`config.mk`:
```
export PLATFORM = sky130hd
export DESIGN_NAME = serial_irq_host_flat
export DESIGN_NICKNAME = d
export VERILOG_FILES = /design/src/pkg/irq_svc_pkg.sv /design/src/pkg/irq_link_if.sv /design/src/verilog/ack_glue.sv /design/src/verilog/serial_irq_host.sv /design/src/flat_wrapper.sv
export SDC_FILE = /design/constraint.sdc
export NUM_CORES = 1
export LEC_CHECK = 0
export BUFFER_PORTS_ARGS = -buffer_cell sky130_fd_sc_hd__clkbuf_2
export CORE_MARGIN = 1
export CORE_UTILIZATION = 53
export DETAILED_ROUTE_END_ITERATION = 8
export GPL_TIMING_DRIVEN = 0
export PLACE_DENSITY = 0.86
export SYNTH_ARGS = -nofsm -noshare
export SYNTH_HDL_FRONTEND = slang
export SYNTH_HIERARCHICAL = 1
export SYNTH_SLANG_ARGS = --single-unit
```
`constraint.sdc`:
```
create_clock -name clk -period 2.1 [get_ports clk]
set_clock_uncertainty 0.2 [all_clocks]
set_input_delay 0.105 -clock clk [delete_from_list [all_inputs] [get_ports clk]]
set_output_delay 0.105 -clock clk [all_outputs]
set_load 0.02 [all_outputs]
```
`src/pkg/irq_svc_pkg.sv`:
```
/*
  Shared constants of the serial interrupt service pair: register indices, command codes,
  vector status codes, master control bit and the acknowledge settling time.
  Assumes one 125 MHz clock shared by both ends.
*/
package irq_svc_pkg;
  localparam int unsigned CLK_MHZ = 125;
  // Register indices on the link, selected by the 4-bit register pointer.
  localparam logic [3:0] REG_COMMAND = 4'h0;
  localparam logic [3:0] REG_RX_COND = 4'h1;
  localparam logic [3:0] REG_VECTOR = 4'h2;
  localparam logic [3:0] REG_MASTER = 4'h9;
  localparam logic [3:0] REG_DATA = 4'h8;
  // Command codes written to the command register.
  localparam logic [7:0] CMD_RESET_TX_IP = 8'h28;
  localparam logic [7:0] CMD_ERROR_RESET = 8'h30;
  // Master control register layout.
  localparam int unsigned MIE_BIT = 3;
  localparam logic [7:0] MASTER_RESET = 8'h00;
  localparam logic [7:0] VECTOR_RESET = 8'h00;
  // Status codes placed in vector bits 6:4.
  localparam logic [2:0] VS_NONE = 3'h0;
  localparam logic [2:0] VS_TX_EMPTY = 3'h1;
  localparam logic [2:0] VS_RX_FULL = 3'h2;
  localparam logic [2:0] VS_SPECIAL = 3'h3;
  localparam int unsigned VS_POS = 4;
  // Receive condition bits.
  localparam int unsigned RC_PARITY = 4;
  localparam int unsigned RC_OVERRUN = 5;
  localparam int unsigned RC_FRAMING = 6;
  // Acknowledge settling time.
  localparam int unsigned ACK_SETTLE_NS = 800;
  localparam int unsigned ACK_SETTLE_CYC = (ACK_SETTLE_NS * CLK_MHZ + 999) / 1000;
  // Controller registers.
  localparam logic [1:0] HREG_STATUS = 2'h0;
  localparam logic [1:0] HREG_MASK = 2'h1;
  localparam logic [1:0] HREG_VECTOR = 2'h2;
  localparam logic [1:0] HREG_CTRL = 2'h3;
  localparam logic [1:0] MASK_RESET = 2'h3;
endpackage

```
`src/pkg/irq_link_if.sv`:
```
/*
  Link between the serial controller end and the host end.
  Assumes both ends share clk; the host drives strobes, the device answers next cycle.
*/
`timescale 1ns/1ps
`default_nettype none
interface irq_link_if;
  logic [3:0] reg_sel;
  logic [7:0] wdata;
  logic wr_stb;
  logic rd_stb;
  logic [7:0] rdata;
  logic int_n;
  logic interrupt_ack_input;
  modport device (
    input reg_sel,
    input wdata,
    input wr_stb,
    input rd_stb,
    input interrupt_ack_input,
    output rdata,
    output int_n
  );
  modport host (
    output reg_sel,
    output wdata,
    output wr_stb,
    output rd_stb,
    output interrupt_ack_input,
    input rdata,
    input int_n
  );
endinterface
`default_nettype wire

```
`src/verilog/ack_glue.sv`:
```
/*
  Acknowledge glue: turns the two processor acknowledge pulses into the device acknowledge
  level and a vector read strobe after the settling time.
  Assumes ack pulses are synchronous one-cycle pulses.
*/
`timescale 1ns/1ps
`default_nettype none
module ack_glue
  import irq_svc_pkg::*;
#(
  parameter int unsigned SETTLE_CYC = ACK_SETTLE_CYC
) (
  input wire logic clk,
  input wire logic arst_n,
  input wire logic cpu_interrupt_ack_strobe,
  output logic ack_level,
  output logic vec_rd
);
  typedef enum logic [1:0] {
    G_IDLE = 2'b00,
    G_SETTLE = 2'b01,
    G_WAIT2 = 2'b10
  } gstate_t;
  typedef struct packed {
    gstate_t st;
    logic [7:0] cnt;
    logic vec_rd;
  } gs_t;
  gs_t q, d;
  always_comb begin
    d = q;
    d.vec_rd = 1'b0;
    unique case (q.st)
      G_IDLE: begin
        if (cpu_interrupt_ack_strobe) begin
          d.st = G_SETTLE; // [RL10]
          d.cnt = 8'(SETTLE_CYC);
        end
      end
      G_SETTLE: begin
        if (q.cnt != 8'h00) begin
          d.cnt = q.cnt - 8'h01;
        end else begin
          d.st = G_WAIT2;
        end
      end
      G_WAIT2: begin
        if (cpu_interrupt_ack_strobe) begin
          d.vec_rd = 1'b1; // [RL11]
          d.st = G_IDLE;
        end
      end
      default: d.st = G_IDLE;
    endcase
  end
  always_ff @(posedge clk or negedge arst_n) begin
    if (!arst_n) begin
      q <= '0;
    end else begin
      q <= d;
    end
  end
  assign ack_level = (q.st != G_IDLE);
  assign vec_rd = q.vec_rd;
endmodule
`default_nettype wire

```
`src/verilog/serial_irq_host.sv`:
```
/*
  Host end: software-facing register port, interrupt status/mask, vector capture and
  acknowledge glue driving the link.
  Assumes software obeys one strobe per cycle.
*/
`timescale 1ns/1ps
`default_nettype none
module serial_irq_host
  import irq_svc_pkg::*;
#(
  parameter int unsigned SETTLE_CYC = ACK_SETTLE_CYC
) (
  input wire logic clk,
  input wire logic arst_n,
  irq_link_if.host link,
  input wire logic [1:0] sw_addr,
  input wire logic [15:0] sw_wdata,
  input wire logic sw_wr,
  input wire logic sw_rd,
  output logic [15:0] sw_rdata,
  output logic irq,
  input wire logic cpu_interrupt_ack_strobe
);
  typedef struct packed {
    logic [1:0] status;
    logic [1:0] mask;
    logic [7:0] vec;
    logic int_seen;
    logic vec_pend;
    logic vec_cap;
    logic rd_cap;
    logic [7:0] link_rdata;
    logic [15:0] rdata;
    logic [3:0] reg_sel;
    logic [7:0] wdata;
    logic wr_stb;
    logic rd_stb;
  } host_t;
  host_t q, d;
  logic ack_level;
  logic vec_rd;
  ack_glue #(.SETTLE_CYC(SETTLE_CYC)) u_glue (
    .clk(clk),
    .arst_n(arst_n),
    .cpu_interrupt_ack_strobe(cpu_interrupt_ack_strobe),
    .ack_level(ack_level),
    .vec_rd(vec_rd)
  );
  always_comb begin
    d = q;
    d.wr_stb = 1'b0;
    d.rd_stb = vec_rd; // [RL11]
    d.reg_sel = vec_rd ? REG_VECTOR : q.reg_sel;
    d.rdata = 16'h0000;
    // The device answers in the cycle after its strobe, so capture waits one more cycle.
    d.vec_pend = vec_rd;
    d.vec_cap = q.vec_pend;
    d.rd_cap = q.rd_stb;
    d.int_seen = ~link.int_n;
    if (sw_wr && !vec_rd) begin
      unique case (sw_addr)
        HREG_MASK: d.mask = sw_wdata[1:0];
        HREG_CTRL: begin
          // Command word: bit 15 selects read, 11:8 register, 7:0 data.
          d.reg_sel = sw_wdata[11:8];
          d.wdata = sw_wdata[7:0];
          d.wr_stb = ~sw_wdata[15];
          d.rd_stb = sw_wdata[15];
        end
        default: ;
      endcase
    end
    if (sw_rd) begin
      unique case (sw_addr)
        HREG_STATUS: begin
          d.rdata = {14'h0000, q.status};
          d.status = 2'b00;
        end
        HREG_MASK: d.rdata = {14'h0000, q.mask};
        HREG_VECTOR: d.rdata = {8'h00, q.vec};
        HREG_CTRL: d.rdata = {7'h00, ~link.int_n, q.link_rdata};
        default: d.rdata = 16'h0000;
      endcase
    end
    if (q.rd_cap) begin
      d.link_rdata = link.rdata;
    end
    // A fresh falling edge of the device output is caught here, so MASTER_INTERRUPT_ENABLE toggling matters.
    if (!link.int_n && !q.int_seen) begin
      d.status[0] = 1'b1; // [RL7]
    end
    if (q.vec_cap) begin
      d.vec = link.rdata;
      d.status[1] = 1'b1;
    end
  end
  always_ff @(posedge clk or negedge arst_n) begin
    if (!arst_n) begin
      q <= '0;
      q.mask <= MASK_RESET;
    end else begin
      q <= d;
    end
  end
  assign link.reg_sel = q.reg_sel;
  assign link.wdata = q.wdata;
  assign link.wr_stb = q.wr_stb;
  assign link.rd_stb = q.rd_stb;
  assign link.interrupt_ack_input = ack_level; // [RL10]
  assign sw_rdata = q.rdata;
  assign irq = |(q.status & q.mask);
endmodule
`default_nettype wire

```
`src/flat_wrapper.sv`:
```
// flat-port wrapper written by rule: the top's interface ports become plain ports
module serial_irq_host_flat import irq_svc_pkg::*;
#(
  parameter int unsigned SETTLE_CYC = ACK_SETTLE_CYC
)
  (clk, arst_n, sw_addr, sw_wdata, sw_wr, sw_rd, sw_rdata, irq, cpu_interrupt_ack_strobe, link_reg_sel, link_wdata, link_wr_stb, link_rd_stb, link_interrupt_ack_input, link_rdata, link_int_n);
  irq_link_if link_i ();
  input wire logic clk;
  input wire logic arst_n;
  input wire logic [1:0] sw_addr;
  input wire logic [15:0] sw_wdata;
  input wire logic sw_wr;
  input wire logic sw_rd;
  output logic [15:0] sw_rdata;
  output logic irq;
  input wire logic cpu_interrupt_ack_strobe;
  output wire logic [$bits(link_i.reg_sel)-1:0] link_reg_sel;
  output wire logic [$bits(link_i.wdata)-1:0] link_wdata;
  output wire logic [$bits(link_i.wr_stb)-1:0] link_wr_stb;
  output wire logic [$bits(link_i.rd_stb)-1:0] link_rd_stb;
  output wire logic [$bits(link_i.interrupt_ack_input)-1:0] link_interrupt_ack_input;
  input wire logic [$bits(link_i.rdata)-1:0] link_rdata;
  input wire logic [$bits(link_i.int_n)-1:0] link_int_n;
  assign link_reg_sel = link_i.reg_sel;
  assign link_wdata = link_i.wdata;
  assign link_wr_stb = link_i.wr_stb;
  assign link_rd_stb = link_i.rd_stb;
  assign link_interrupt_ack_input = link_i.interrupt_ack_input;
  assign link_i.rdata = link_rdata;
  assign link_i.int_n = link_int_n;
  serial_irq_host #(.SETTLE_CYC(SETTLE_CYC)) u_core (.clk(clk), .arst_n(arst_n), .link(link_i), .sw_addr(sw_addr), .sw_wdata(sw_wdata), .sw_wr(sw_wr), .sw_rd(sw_rd), .sw_rdata(sw_rdata), .irq(irq), .cpu_interrupt_ack_strobe(cpu_interrupt_ack_strobe));
endmodule
```
# == After elaboration in Yosys (flattened, before gate mapping) ==
# Cells that the tools add are included.
# word_totals
register_bits,65
latchBits,0
ramBits,0
mem_bits_ro,0
elab_cells,68
mem_count,0
# op_classes
addsub,1
multipliers,0
div_mod_pow,0
order_cmp,0
eq_ne,9
shift,0
mux,17
n_bitwise,3
reduce_logical,21
# op_table
cell,n
16-bit one-hot mux with 4 select lines,1
14-bit two-way mux,2
16-bit two-way mux,1
8-bit one-hot mux with 2 select lines,1
2-bit nonzero test,6
10-bit two-way mux,1
2-bit two-way mux,4
8-bit two-way mux,1
"2-bit inequality test, second input constant",4
2-bit AND reduction,4
8-bit nonzero test,1
"8-bit by 1-bit subtractor with 8-bit output, second input constant",1
"2-bit == test, second input constant",3
2-bit one-hot mux with 3 select lines,1
3-bit AND reduction,2
"2-bit by 1-bit == test with 1-bit output, second input constant",2
2-bit zero test,2
1-bit two-way mux,4
4-bit two-way mux,1
1-bit zero test,3
2-bit AND,1
1-bit logical AND,2
1-bit NOT,2
2-bit OR reduction,1

# == Logic depth before layout (Yosys ltp) ==
# Gate-level depths: netlist (run 1).
# logic_depth
ltp_word,4
ltp_mapped,6
depth_no_buf,5

# == Cells and area by module ==
# The synthesis (run 1) kept the hierarchy.
# modules_own_cells
mod,n_inst,cells_per_inst,area_each_um2,seq_area_each_um2
serial_irq_host,1,142,2075.7,1178.6
ack_glue,1,58,605.6,275.3

# == Least setup slack after synthesis (run 1) ==
# No wires, ideal clock.
# synth_timing
path_type,register to register
from,reg u_core/u_glue/q[1] (netlist bit)
to,reg u_core/u_glue/q[3] (netlist bit)
setup_time_ns,0.079
t_arrival_ns,1.592
setup_slack_ns,0.228
stages_incl_launch_ff,7
n_path_buf,1
path_cell_list,dfrtp_1 inv_1 ha_1 or4b_1 buf_2 o211ai_1 mux2i_1
# synth_between
elab_chain_len,3
word_cells_on_any_way,6
cone_classes,add/sub (1); eq/ne (1); mux (2); reduce/logical (2)
# synth_rtl
item,line,source
"start, declared",ack_glue.sv:29,"gs_t q, d;"
"start signal, assigned",ack_glue.sv:58,q <= '0;
"start signal, assigned",ack_glue.sv:60,q <= d;
8-bit by 1-bit subtractor with 8-bit output or 8-bit nonzero test (tied branches),"ack_glue.sv:42, ack_glue.sv:41",
8-bit two-way mux or 2-bit inequality test (tied branches),n/a,
8-bit one-hot mux with 2 select lines or 3-bit AND reduction (tied branches),n/a,
# Several ways; a longest one is shown, not always the timed one. The select of a mux whose other input is x is not followed.
# A chain may end at the register's enable or synchronous reset.

# == Final worst setup path (run 1) ==
# layout_timing
from,reg u_core/u_glue/q[1] (netlist bit)
to,reg u_core/u_glue/q[6] (netlist bit)
# The elaborated chain is that of the path after synthesis.

==> results.yml, run 1 <==
finish:
  seq_area_um2: 1455
  final_cell_mix: "dfrtp_1, clkbuf_2, buf_4"
  drive_gt1_share_pct: 45.75
  final_common_cell: "dfrtp_1"
  fillers: 353
  area_growth_pct: 32.94
  finalNetCount: 336
  final_cell_area_um2: 3565
  diodes: 0
  multi_input_area_um2: 977.2
synthesis:
  yosys.area.top_type: "dfrtp_1"
  yosys.area.top_type_share_pct: 52.26
  ys_seq_elements: 58
  ys_async_sr_fraction_pct: 100.0
  ys.flop_type: "dfrtp_1"
  syn_inst: 200
  synth_edf_count: 0
  avgSynthCellArea_um2: 13.41
  synth_warnings: 6
  ys_types: 35
  synth.cell_area_um2: 2681
  ys_top_cells_by_area: "dfrtp_1, mux2_2, buf_4"
  ys_seq_area_share_pct: 54.22
critical_path:
  cp-start-kind: "flip-flop"
  end_kind: "flip-flop"
  required_ns: 2.15
  crit_type: "reg2reg"
  startpoint: "u_core/u_glue/q[1]"
  crit_fanout: 7
  r2r-start: "u_core/u_glue/q[1]"
  arrival_ns: 2.05
die:
  fp.coreArea_um2: 4786
  start_util_pct: 56.03
  die_area_um2: 5347
  die_w_um: 73.13
  row_count: 25
  io_pins: 64
  die_h_um: 73.13
global_route:
  grt_pass1_wl_um: 8004
  antenna_found_initial: 0
  overflow: 0
  first_global_vias: 1731
  grt_use_total_pct: 20.77
  grt_max_degree: 31
min_path:
  hp-start: "sw_addr[0]"
  min_path_type: "in2reg"
clock_network:
  insertion_delay_ns: 0.33
  root_buffer: "clkbuf_8"
  htreeDepth: 3
  clk_pin_slew_worst_paths_ns: 0.06
  clockBufferDepth: 2
  cts_num_sinks: 58
  cts-buffers-inserted: 9
  cts_tree: "done"
route:
  num_vias: 1799
  wl_met2_um: 2739
  m1WireLength_um: 2029
  wl_per_cell_um: 13.38
  drt_wl_total_um: 4991
  ant_nets: 0
  first_iter_violations: 67
  vias_per_cell: 4.823
  drt_first_pass_iters: 6
  top_layer_used: "met4"
  wl_met3_um: 171
  route.detailed.drc: 0
timing:
  setup_tns_ns: 0
  slew_violations: 0
  max_freq_mhz: 500.3
  hold_violations: 0
  worstMarginPinSlew_ns: 0.7306
  period_share_pct: 95.18
  period_minus_slack_ns: 1.999
  rsz0062_at_grt: "no"
  setup_viol_count_final: 0
  slew_headroom_pct: 51.29
run:
  cap_viol_max_count: 0
placed_design:
  placed_area_um2: 3073
  port_buffers: 53
  gp_congestion: 0.8625
  dp_hpwl_um: 3249
power:
  p_leak_uw: 0.001862
  p_per_area_nw_per_um2: 772.5
  peakVddDrop_mv: 0.5306
run_status:
  status: "completed"
[path summary, 6_finish.rpt]
path,cells past startpoint,to,slack (ns)
max,6,u_core/u_glue/q[6],0.10
min,3,u_core/link.wdata[1],0.05
max reg2reg,6,u_core/u_glue/q[6],0.10
min reg2reg,0,u_core/q[39],0.15
max in group asynchronous,3,u_core/link.wdata[5],0.92
min in group asynchronous,2,u_core/sw_rdata[4],0.18
[worst max-delay path, stage by stage (launching register included)]
cell and delay, ns:
dfrtp_2 0.42, inv_1 0.09, ha_1 0.17, or4b_1 0.42, buf_2 0.17, o211ai_1 0.23
mux2i_1 0.22
[cell usage after synthesis, drive strengths merged, types with 3 or more instances]
master,instances
buf,32
clkbuf,3
dfrtp,56
inv,5
mux2,29
mux2i,14
nand2,7
nor2,12
nor2b,4
nor3b,3
o211ai,4
[state kept, by name, indices dropped and copies added (netlist names)]
register / count
u_core/q: 23
u_core/d: 1
u_core/link.reg_sel: 4
u_core/link.rd_stb: 1
u_core/sw_rdata: 9
u_core/u_glue/vec_rd: 1
u_core/link.wdata: 8
u_core/link.wr_stb: 1
u_core/u_glue/q: 10
[final cells by class]
type	instances	share of cell area, %
Multi-Input combinational cell	108	27.41
Inverter	5	0.5265
Clock buffer	12	4.072
Timing Repair Buffer	85	16.57
Tap cell	67	2.352
Clock inverter	3	1.123
Sequential cell	58	40.82
Buffer	35	7.125
[power breakdown]
part / leakage (uW) / switching [uW] / internal (uW)
clock network: 0.0000962 / 400 / 570
registers: 0.000726 / 50.5 / 1220
logic: 0.00104 / 220 / 290
[cell families after synthesis]
logic type	after synthesis	synth area share, %
other	1	0.1399
multiplexers	45	20.77
AND/OR/NAND/NOR	43	10.36
AO/OA/AOI/OAI	11	3.407
flip-flops	58	54.22
buffers and inverters	40	10.17
adder cells (fa/ha/maj)	2	0.9331
[routing by layer]
| metal | GRT usage (%) | up-vias |
|---|---|---|
| met5 | 0 | - |
| met4 | 10.46 | 0 |
| met3 | 5.387 | 5 |
| met2 | 35.60 | 42 |
| met1 | 24.01 | 885 |
| li1 | - | 867 |
[what timing repair did]
action                                 in CTS  in global routing
endpoints found under the hold margin      65                  0
buffers inserted                            0                  2
hold buffers                               29                  0
resized for setup                           0                  1
setup endpoints to repair                   0                  6
[metrics by stage]
| stage | instances | setup slack (ns) | utilization (%) | hold WS [ns] | total power [uW] |
|---|---|---|---|---|---|
| floorplan | 206 | 0.2283 | - | -0.3906 | 1604 |
| CTS | 371 | 0.04907 | 74.14 | 0.04539 | 2788 |
| global route | 373 | 0.02707 | 74.48 | 0.07298 | 2888 |
| global placement | 326 | 0.1081 | 63.79 | 0.08145 | 1733 |
| detailed placement | 327 | 0.08745 | 64.21 | -0.003150 | 1753 |
| finish | 373 | 0.1013 | 74.48 | 0.05443 | 2754 |
Note: power is estimated with default switching activity, not from simulation.
==> run 2, diff against run 1 <==
- PLACE_DENSITY: 0.86 -> 0.83
==> run 2 against run 1 <==
  * Die area stayed put
  * Power grew 0.64%
  * Sequential cell count unchanged
  * Register-to-register slack about the same
  * Via count fell by 0.33%
  * Final area unchanged
  * Sequential power hardly changed
  * Hold slack improved by 0.0084 ns
  * Critical path depth did not move
  * Maximum frequency grew 0.30%
  * Clock-buffer cell count is 1 lower
  * Largest power group unchanged
  * Highest routed layer unchanged
==> results.yml, run 2 (synthesis gave the netlist of run 1 again) <==
clock_network:
  clk_pin_slew_worst_paths_ns: 0.07
  insertion_delay_ns: 0.33
  htreeDepth: 3
  cts_tree: "done"
  cts_num_sinks: 58
  cts-buffers-inserted: 9
  root_buffer: "clkbuf_8"
  clockBufferDepth: 2
route:
  num_vias: 1793
  wl_per_cell_um: 13.45
  ant_nets: 0
  drt_wl_total_um: 5018
  route.detailed.drc: 0
  vias_per_cell: 4.807
  drt_first_pass_iters: 4
  first_iter_violations: 66
timing:
  setup_tns_ns: 0
  setup_viol_count_final: 0
  period_share_pct: 94.89
  slew_headroom_pct: 60.77
  rsz0062_at_grt: "no"
  worstMarginPinSlew_ns: 0.5885
  period_minus_slack_ns: 1.993
  hold_violations: 0
  max_freq_mhz: 501.8
  slew_violations: 0
critical_path:
  startpoint: "u_core/u_glue/q[2]"
  critPathTopFamily: "flip-flops"
  crit_type: "reg2reg"
  crit_path_max_incr_delay_ns: 0.42
  worst-path-buf-inv: 2
  crit_chain: "inv_1 -> ha_1 -> or4b_1 -> buf_2 -> o211ai_1 -> mux2i_1"
  r2r-start: "u_core/u_glue/q[2]"
  cp-start-kind: "flip-flop"
  arrival_ns: 2.04
  end_kind: "flip-flop"
  required_ns: 2.14
  crit_fanout: 7
  worst_path_max_delay_cell: "dfrtp_1"
finish:
  area_growth_pct: 32.94
  diodes: 0
  finalNetCount: 335
  final_cell_count_no_fill: 373
  final_cell_area_um2: 3565
  top_register: "u_core/q"
  final_cell_mix: "dfrtp_1, clkbuf_2, buf_4"
  drive_gt1_share_pct: 46.41
  final_common_cell: "dfrtp_1"
  largest_register_ffs: 23
power:
  p_per_area_nw_per_um2: 777.5
  peakVddDrop_mv: 0.5090
  p_leak_uw: 0.001866
placed_design:
  placed_area_um2: 3073
  gp_congestion: 0.8666
  port_buffers: 53
  dp.cells: 327
  dp_hpwl_um: 3394
die:
  die_h_um: 73.13
  die_area_um2: 5347
  io_pins: 64
  row_count: 25
  die_w_um: 73.13
  start_util_pct: 56.03
  fp.coreArea_um2: 4786
run_status:
  status: "completed"
global_route:
  met1_usage_pct: 22.91
  grt_max_degree: 37
  first_global_vias: 1811
  grt_pass1_wl_um: 8128
  grt_use_total_pct: 21.10
  overflow: 0
  grt.met3_usage_pct: 6.906
  antenna_found_initial: 0
  busiest_layer: "met2"
  use_met2_pct: 36.93
min_path:
  hp-start: "sw_addr[0]"
  min_path_type: "in2reg"
run:
  cap_viol_max_count: 0
run 2: changes by cell type in the layout (fill, tap and decap cells not counted), sizes merged:
cell,change
dlygate4sd3,-1
clkbuf,-1
clkinv,+2
run 2: final cells by class:
cell class / instances / area, um^2
inverter: 5 / 18.77
fill: 341 / 1221
sequential: 58 / 1455
buffer: 35 / 254.0
timing repair buffer: 84 / 580.6
clock inverter: 5 / 53.80
tap: 67 / 83.83
multi-input combinational: 108 / 977.2
clock buffer: 11 / 141.4
run 2: timing repair:
item,4_1_cts,5_1_grt
endpoints found under the setup margin,0,5
resized for setup,0,1
hold endpoints to repair,61,0
setup buffers,0,2
hold buffers,28,0
run 2: layer usage:
metal / vias up / part of all wire, %
met3: 4 / 4.4
met1: 881 / 40
met2: 44 / 55
met5: - / 0
li1: 864 / -
met4: 0 / 0.76
run 2: worst reg2reg max path, cell delays in order (launching register included):
cell      delay (ns)
dfrtp_1         0.42
inv_1           0.09
ha_1            0.16
or4b_1          0.42
buf_2           0.17
o211ai_1        0.22
mux2i_1         0.24
run 2: worst paths after layout:
kind / endpoint / slack, ns / cells after the start
max: u_core/u_glue/q[6] / 0.11 / 6
min: u_core/link.wdata[0] / 0.06 / 3
max reg2reg: u_core/u_glue/q[6] / 0.11 / 6
min reg2reg: u_core/q[39] / 0.15 / 0
max in group asynchronous: u_core/u_glue/q[4] / 1.01 / 3
min in group asynchronous: u_core/q[52] / 0.11 / 2
run 2: through the flow:
step | utilization (%) | total power (uW) | hold slack [ns] | worst slack, ns
floorplan | - | 1604 | -0.3906 | 0.2283
global placement | 63.79 | 1733 | 0.07796 | 0.1133
detailed placement | 64.21 | 1757 | -0.06048 | 0.06086
CTS | 74.14 | 2800 | 0.04825 | 0.04581
global route | 74.48 | 2909 | 0.07156 | 0.01004
finish | 74.48 | 2771 | 0.06285 | 0.1073
run 2: where the power goes:
part	internal (uW)	total (uW)	switching [uW]
Sequential	1220	1270	52.3
Combinational	286	505	219
Clock	576	992	417
==> run 3, diff against run 2 <==
- PLACE_DENSITY: 0.83 -> 0.88
==> run 3 against run 2 <==
  * Clock power down 16%
  * First-iteration DRC count rose by 55%
  * Critical endpoint is now u_core/u_glue/q[1]
  * Die area unchanged
  * Cell count is 1.6% lower
  * Hold slack worse by 0.0061 ns
  * Via count is 1.4% lower
==> results.yml, run 3 (synthesis gave the netlist of run 1 again) <==
run_status:
  status: "completed"
timing:
  period_share_pct: 96.46
  slew_violations: 0
  slew_headroom_pct: 53.25
  hold_violations: 0
  worstMarginPinSlew_ns: 0.7013
  period_minus_slack_ns: 2.026
  rsz0062_at_grt: "yes"
  setup_viol_count_final: 0
  max_freq_mhz: 493.7
power:
  p_int_uw: 1943
  p_leak_uw: 0.001820
  p_per_area_nw_per_um2: 748.1
  peakVddDrop_mv: 0.4377
  switchingPower_uw: 665.0
  p_sw_share_pct: 25.50
  seqPwrFrac_pct: 48.9
  combPwrFrac_pct: 19.0
  pwr-share-clk_pct: 32.1
finish:
  area_growth_pct: 30.00
  fin_util_pct: 72.84
  final_cell_count_no_fill: 367
  top_register: "u_core/q"
  largest_register_ffs: 23
  finalNetCount: 331
  final_common_cell: "dfrtp_1"
  diodes: 0
  fillers: 339
  drive_gt1_share_pct: 45.67
  final_cell_mix: "dfrtp_1, clkbuf_2, buf_4"
min_path:
  min_path_type: "in2reg"
die:
  row_count: 25
  start_util_pct: 56.03
  io_pins: 64
  die_h_um: 73.13
  fp.coreArea_um2: 4786
  die_area_um2: 5347
  die_w_um: 73.13
clock_network:
  htreeDepth: 3
  root_buffer: "clkbuf_8"
  cts_tree: "done"
  clk_pin_slew_worst_paths_ns: 0.06
  clockBufferDepth: 2
  cts_setup_buffers: 0
  insertion_delay_ns: 0.33
  cts-buffers-inserted: 9
  cts_num_sinks: 58
critical_path:
  crit_fanout: 7
  endpoint: "u_core/u_glue/q[1]"
  arrival_ns: 2.07
  worst_path_max_delay_cell: "dfrtp_2"
  end_kind: "flip-flop"
  cp-start-kind: "flip-flop"
  r2r-start: "u_core/u_glue/q[1]"
  ff2ff_path_depth: 6
  crit_path_max_incr_delay_ns: 0.44
  required_ns: 2.15
  critPathTopFamily: "flip-flops"
  worst-path-buf-inv: 2
  crit_type: "reg2reg"
  crit_chain: "inv_1 -> ha_1 -> or4b_1 -> buf_2 -> o21ai_2 -> mux2i_1"
  regToRegSetupSlack_ns: 0.07
  reg2reg_to: "u_core/u_glue/q[1]"
  cp.depth: 6
  startpoint: "u_core/u_glue/q[1]"
placed_design:
  port_buffers: 53
  dp.cells: 326
  gp_congestion: 0.8728
  dp_hpwl_um: 3182
route:
  route.detailed.drc: 0
  first_iter_violations: 102
  vias_per_cell: 4.817
  wl_per_cell_um: 13.62
  drt_wl_total_um: 4998
  num_vias: 1768
  ant_nets: 0
  drt_first_pass_iters: 4
global_route:
  grt_max_degree: 59
  first_global_vias: 1765
  grt_use_total_pct: 20.97
  antenna_found_initial: 0
  overflow: 0
  grt_pass1_wl_um: 8148
run:
  cap_viol_max_count: 0
[run 3: changes by cell type in the layout (fill, tap and decap cells not counted), sizes merged]
cell,previous run,this run
buf,35,33
clkinv,4,2
bufinv,1,0
clkbuf,67,66
clkinvlp,0,1
dlygate4sd3,28,27
[run 3: metal layers]
metal	up-vias	wire length [um]	track usage, %
li1	852	-	-
met1	868	2081	24.89
met2	40	2654	35.80
met3	8	166	4.282
met4	0	97	11.11
met5	-	0	0
[run 3: cell type report]
| class | instances | area [um^2] | area share (%) |
|---|---|---|---|
| Buffer | 35 | 254.0 | 7.286 |
| Clock buffer | 11 | 141.4 | 4.056 |
| Clock inverter | 3 | 17.52 | 0.5025 |
| Inverter | 5 | 18.77 | 0.5384 |
| Multi-Input combinational cell | 108 | 977.2 | 28.03 |
| Sequential cell | 58 | 1455 | 41.74 |
| Tap cell | 67 | 83.83 | 2.405 |
| Timing Repair Buffer | 80 | 538.0 | 15.43 |
[run 3: how the worst min path moves through the flow]
stage / start / end / cells after the start
after floorplan: arst_n / u_core/d[39] / 0
after global placement: sw_wdata[15] / u_core/link.wr_stb / 2
after detailed placement: sw_wdata[15] / u_core/link.wr_stb / 2
after global routing: sw_addr[0] / u_core/link.wdata[2] / 3
final: sw_addr[0] / u_core/link.wdata[2] / 3
after CTS: sw_addr[0] / u_core/link.wdata[2] / 3
[run 3: worst min-delay path: cells and delay by family]
kind	cells	cell delay, ns
muxes	1	0.15
buffers and inverters	1	0.14
and+or+nand+nor	1	0.14
[run 3: repair_timing]
item,4_1_cts,5_1_grt
hold endpoints to repair,95,0
setup endpoints to repair,0,6
resized for setup,0,1
hold buffers,27,0
[run 3: power by group through the flow]
stage                     combinational, uW  sequential, uW  clock [uW]
after floorplan                         327            1280           0
after global placement                  445            1290           0
after detailed placement                455            1290           0
after CTS                               498            1270         869
after global routing                    537            1290         914
final                                   497            1280         836
[run 3: through the flow]
step / setup slack (ns) / power [uW] / instance area, um^2 / setup TNS, ns / hold WS, ns
floorplan: 0.2283 / 1604 / 2704 / 0 / -0.3906
CTS: 0.06646 / 2641 / 3482 / 0 / 0.05876
global route: -0.04541 / 2738 / 3486 / -0.1255 / 0.07200
finish: 0.07442 / 2608 / 3486 / 0 / 0.05674
detailed placement: 0.08101 / 1749 / 3053 / 0 / 0.07918
global placement: 0.1076 / 1733 / 3053 / 0 / 0.07832
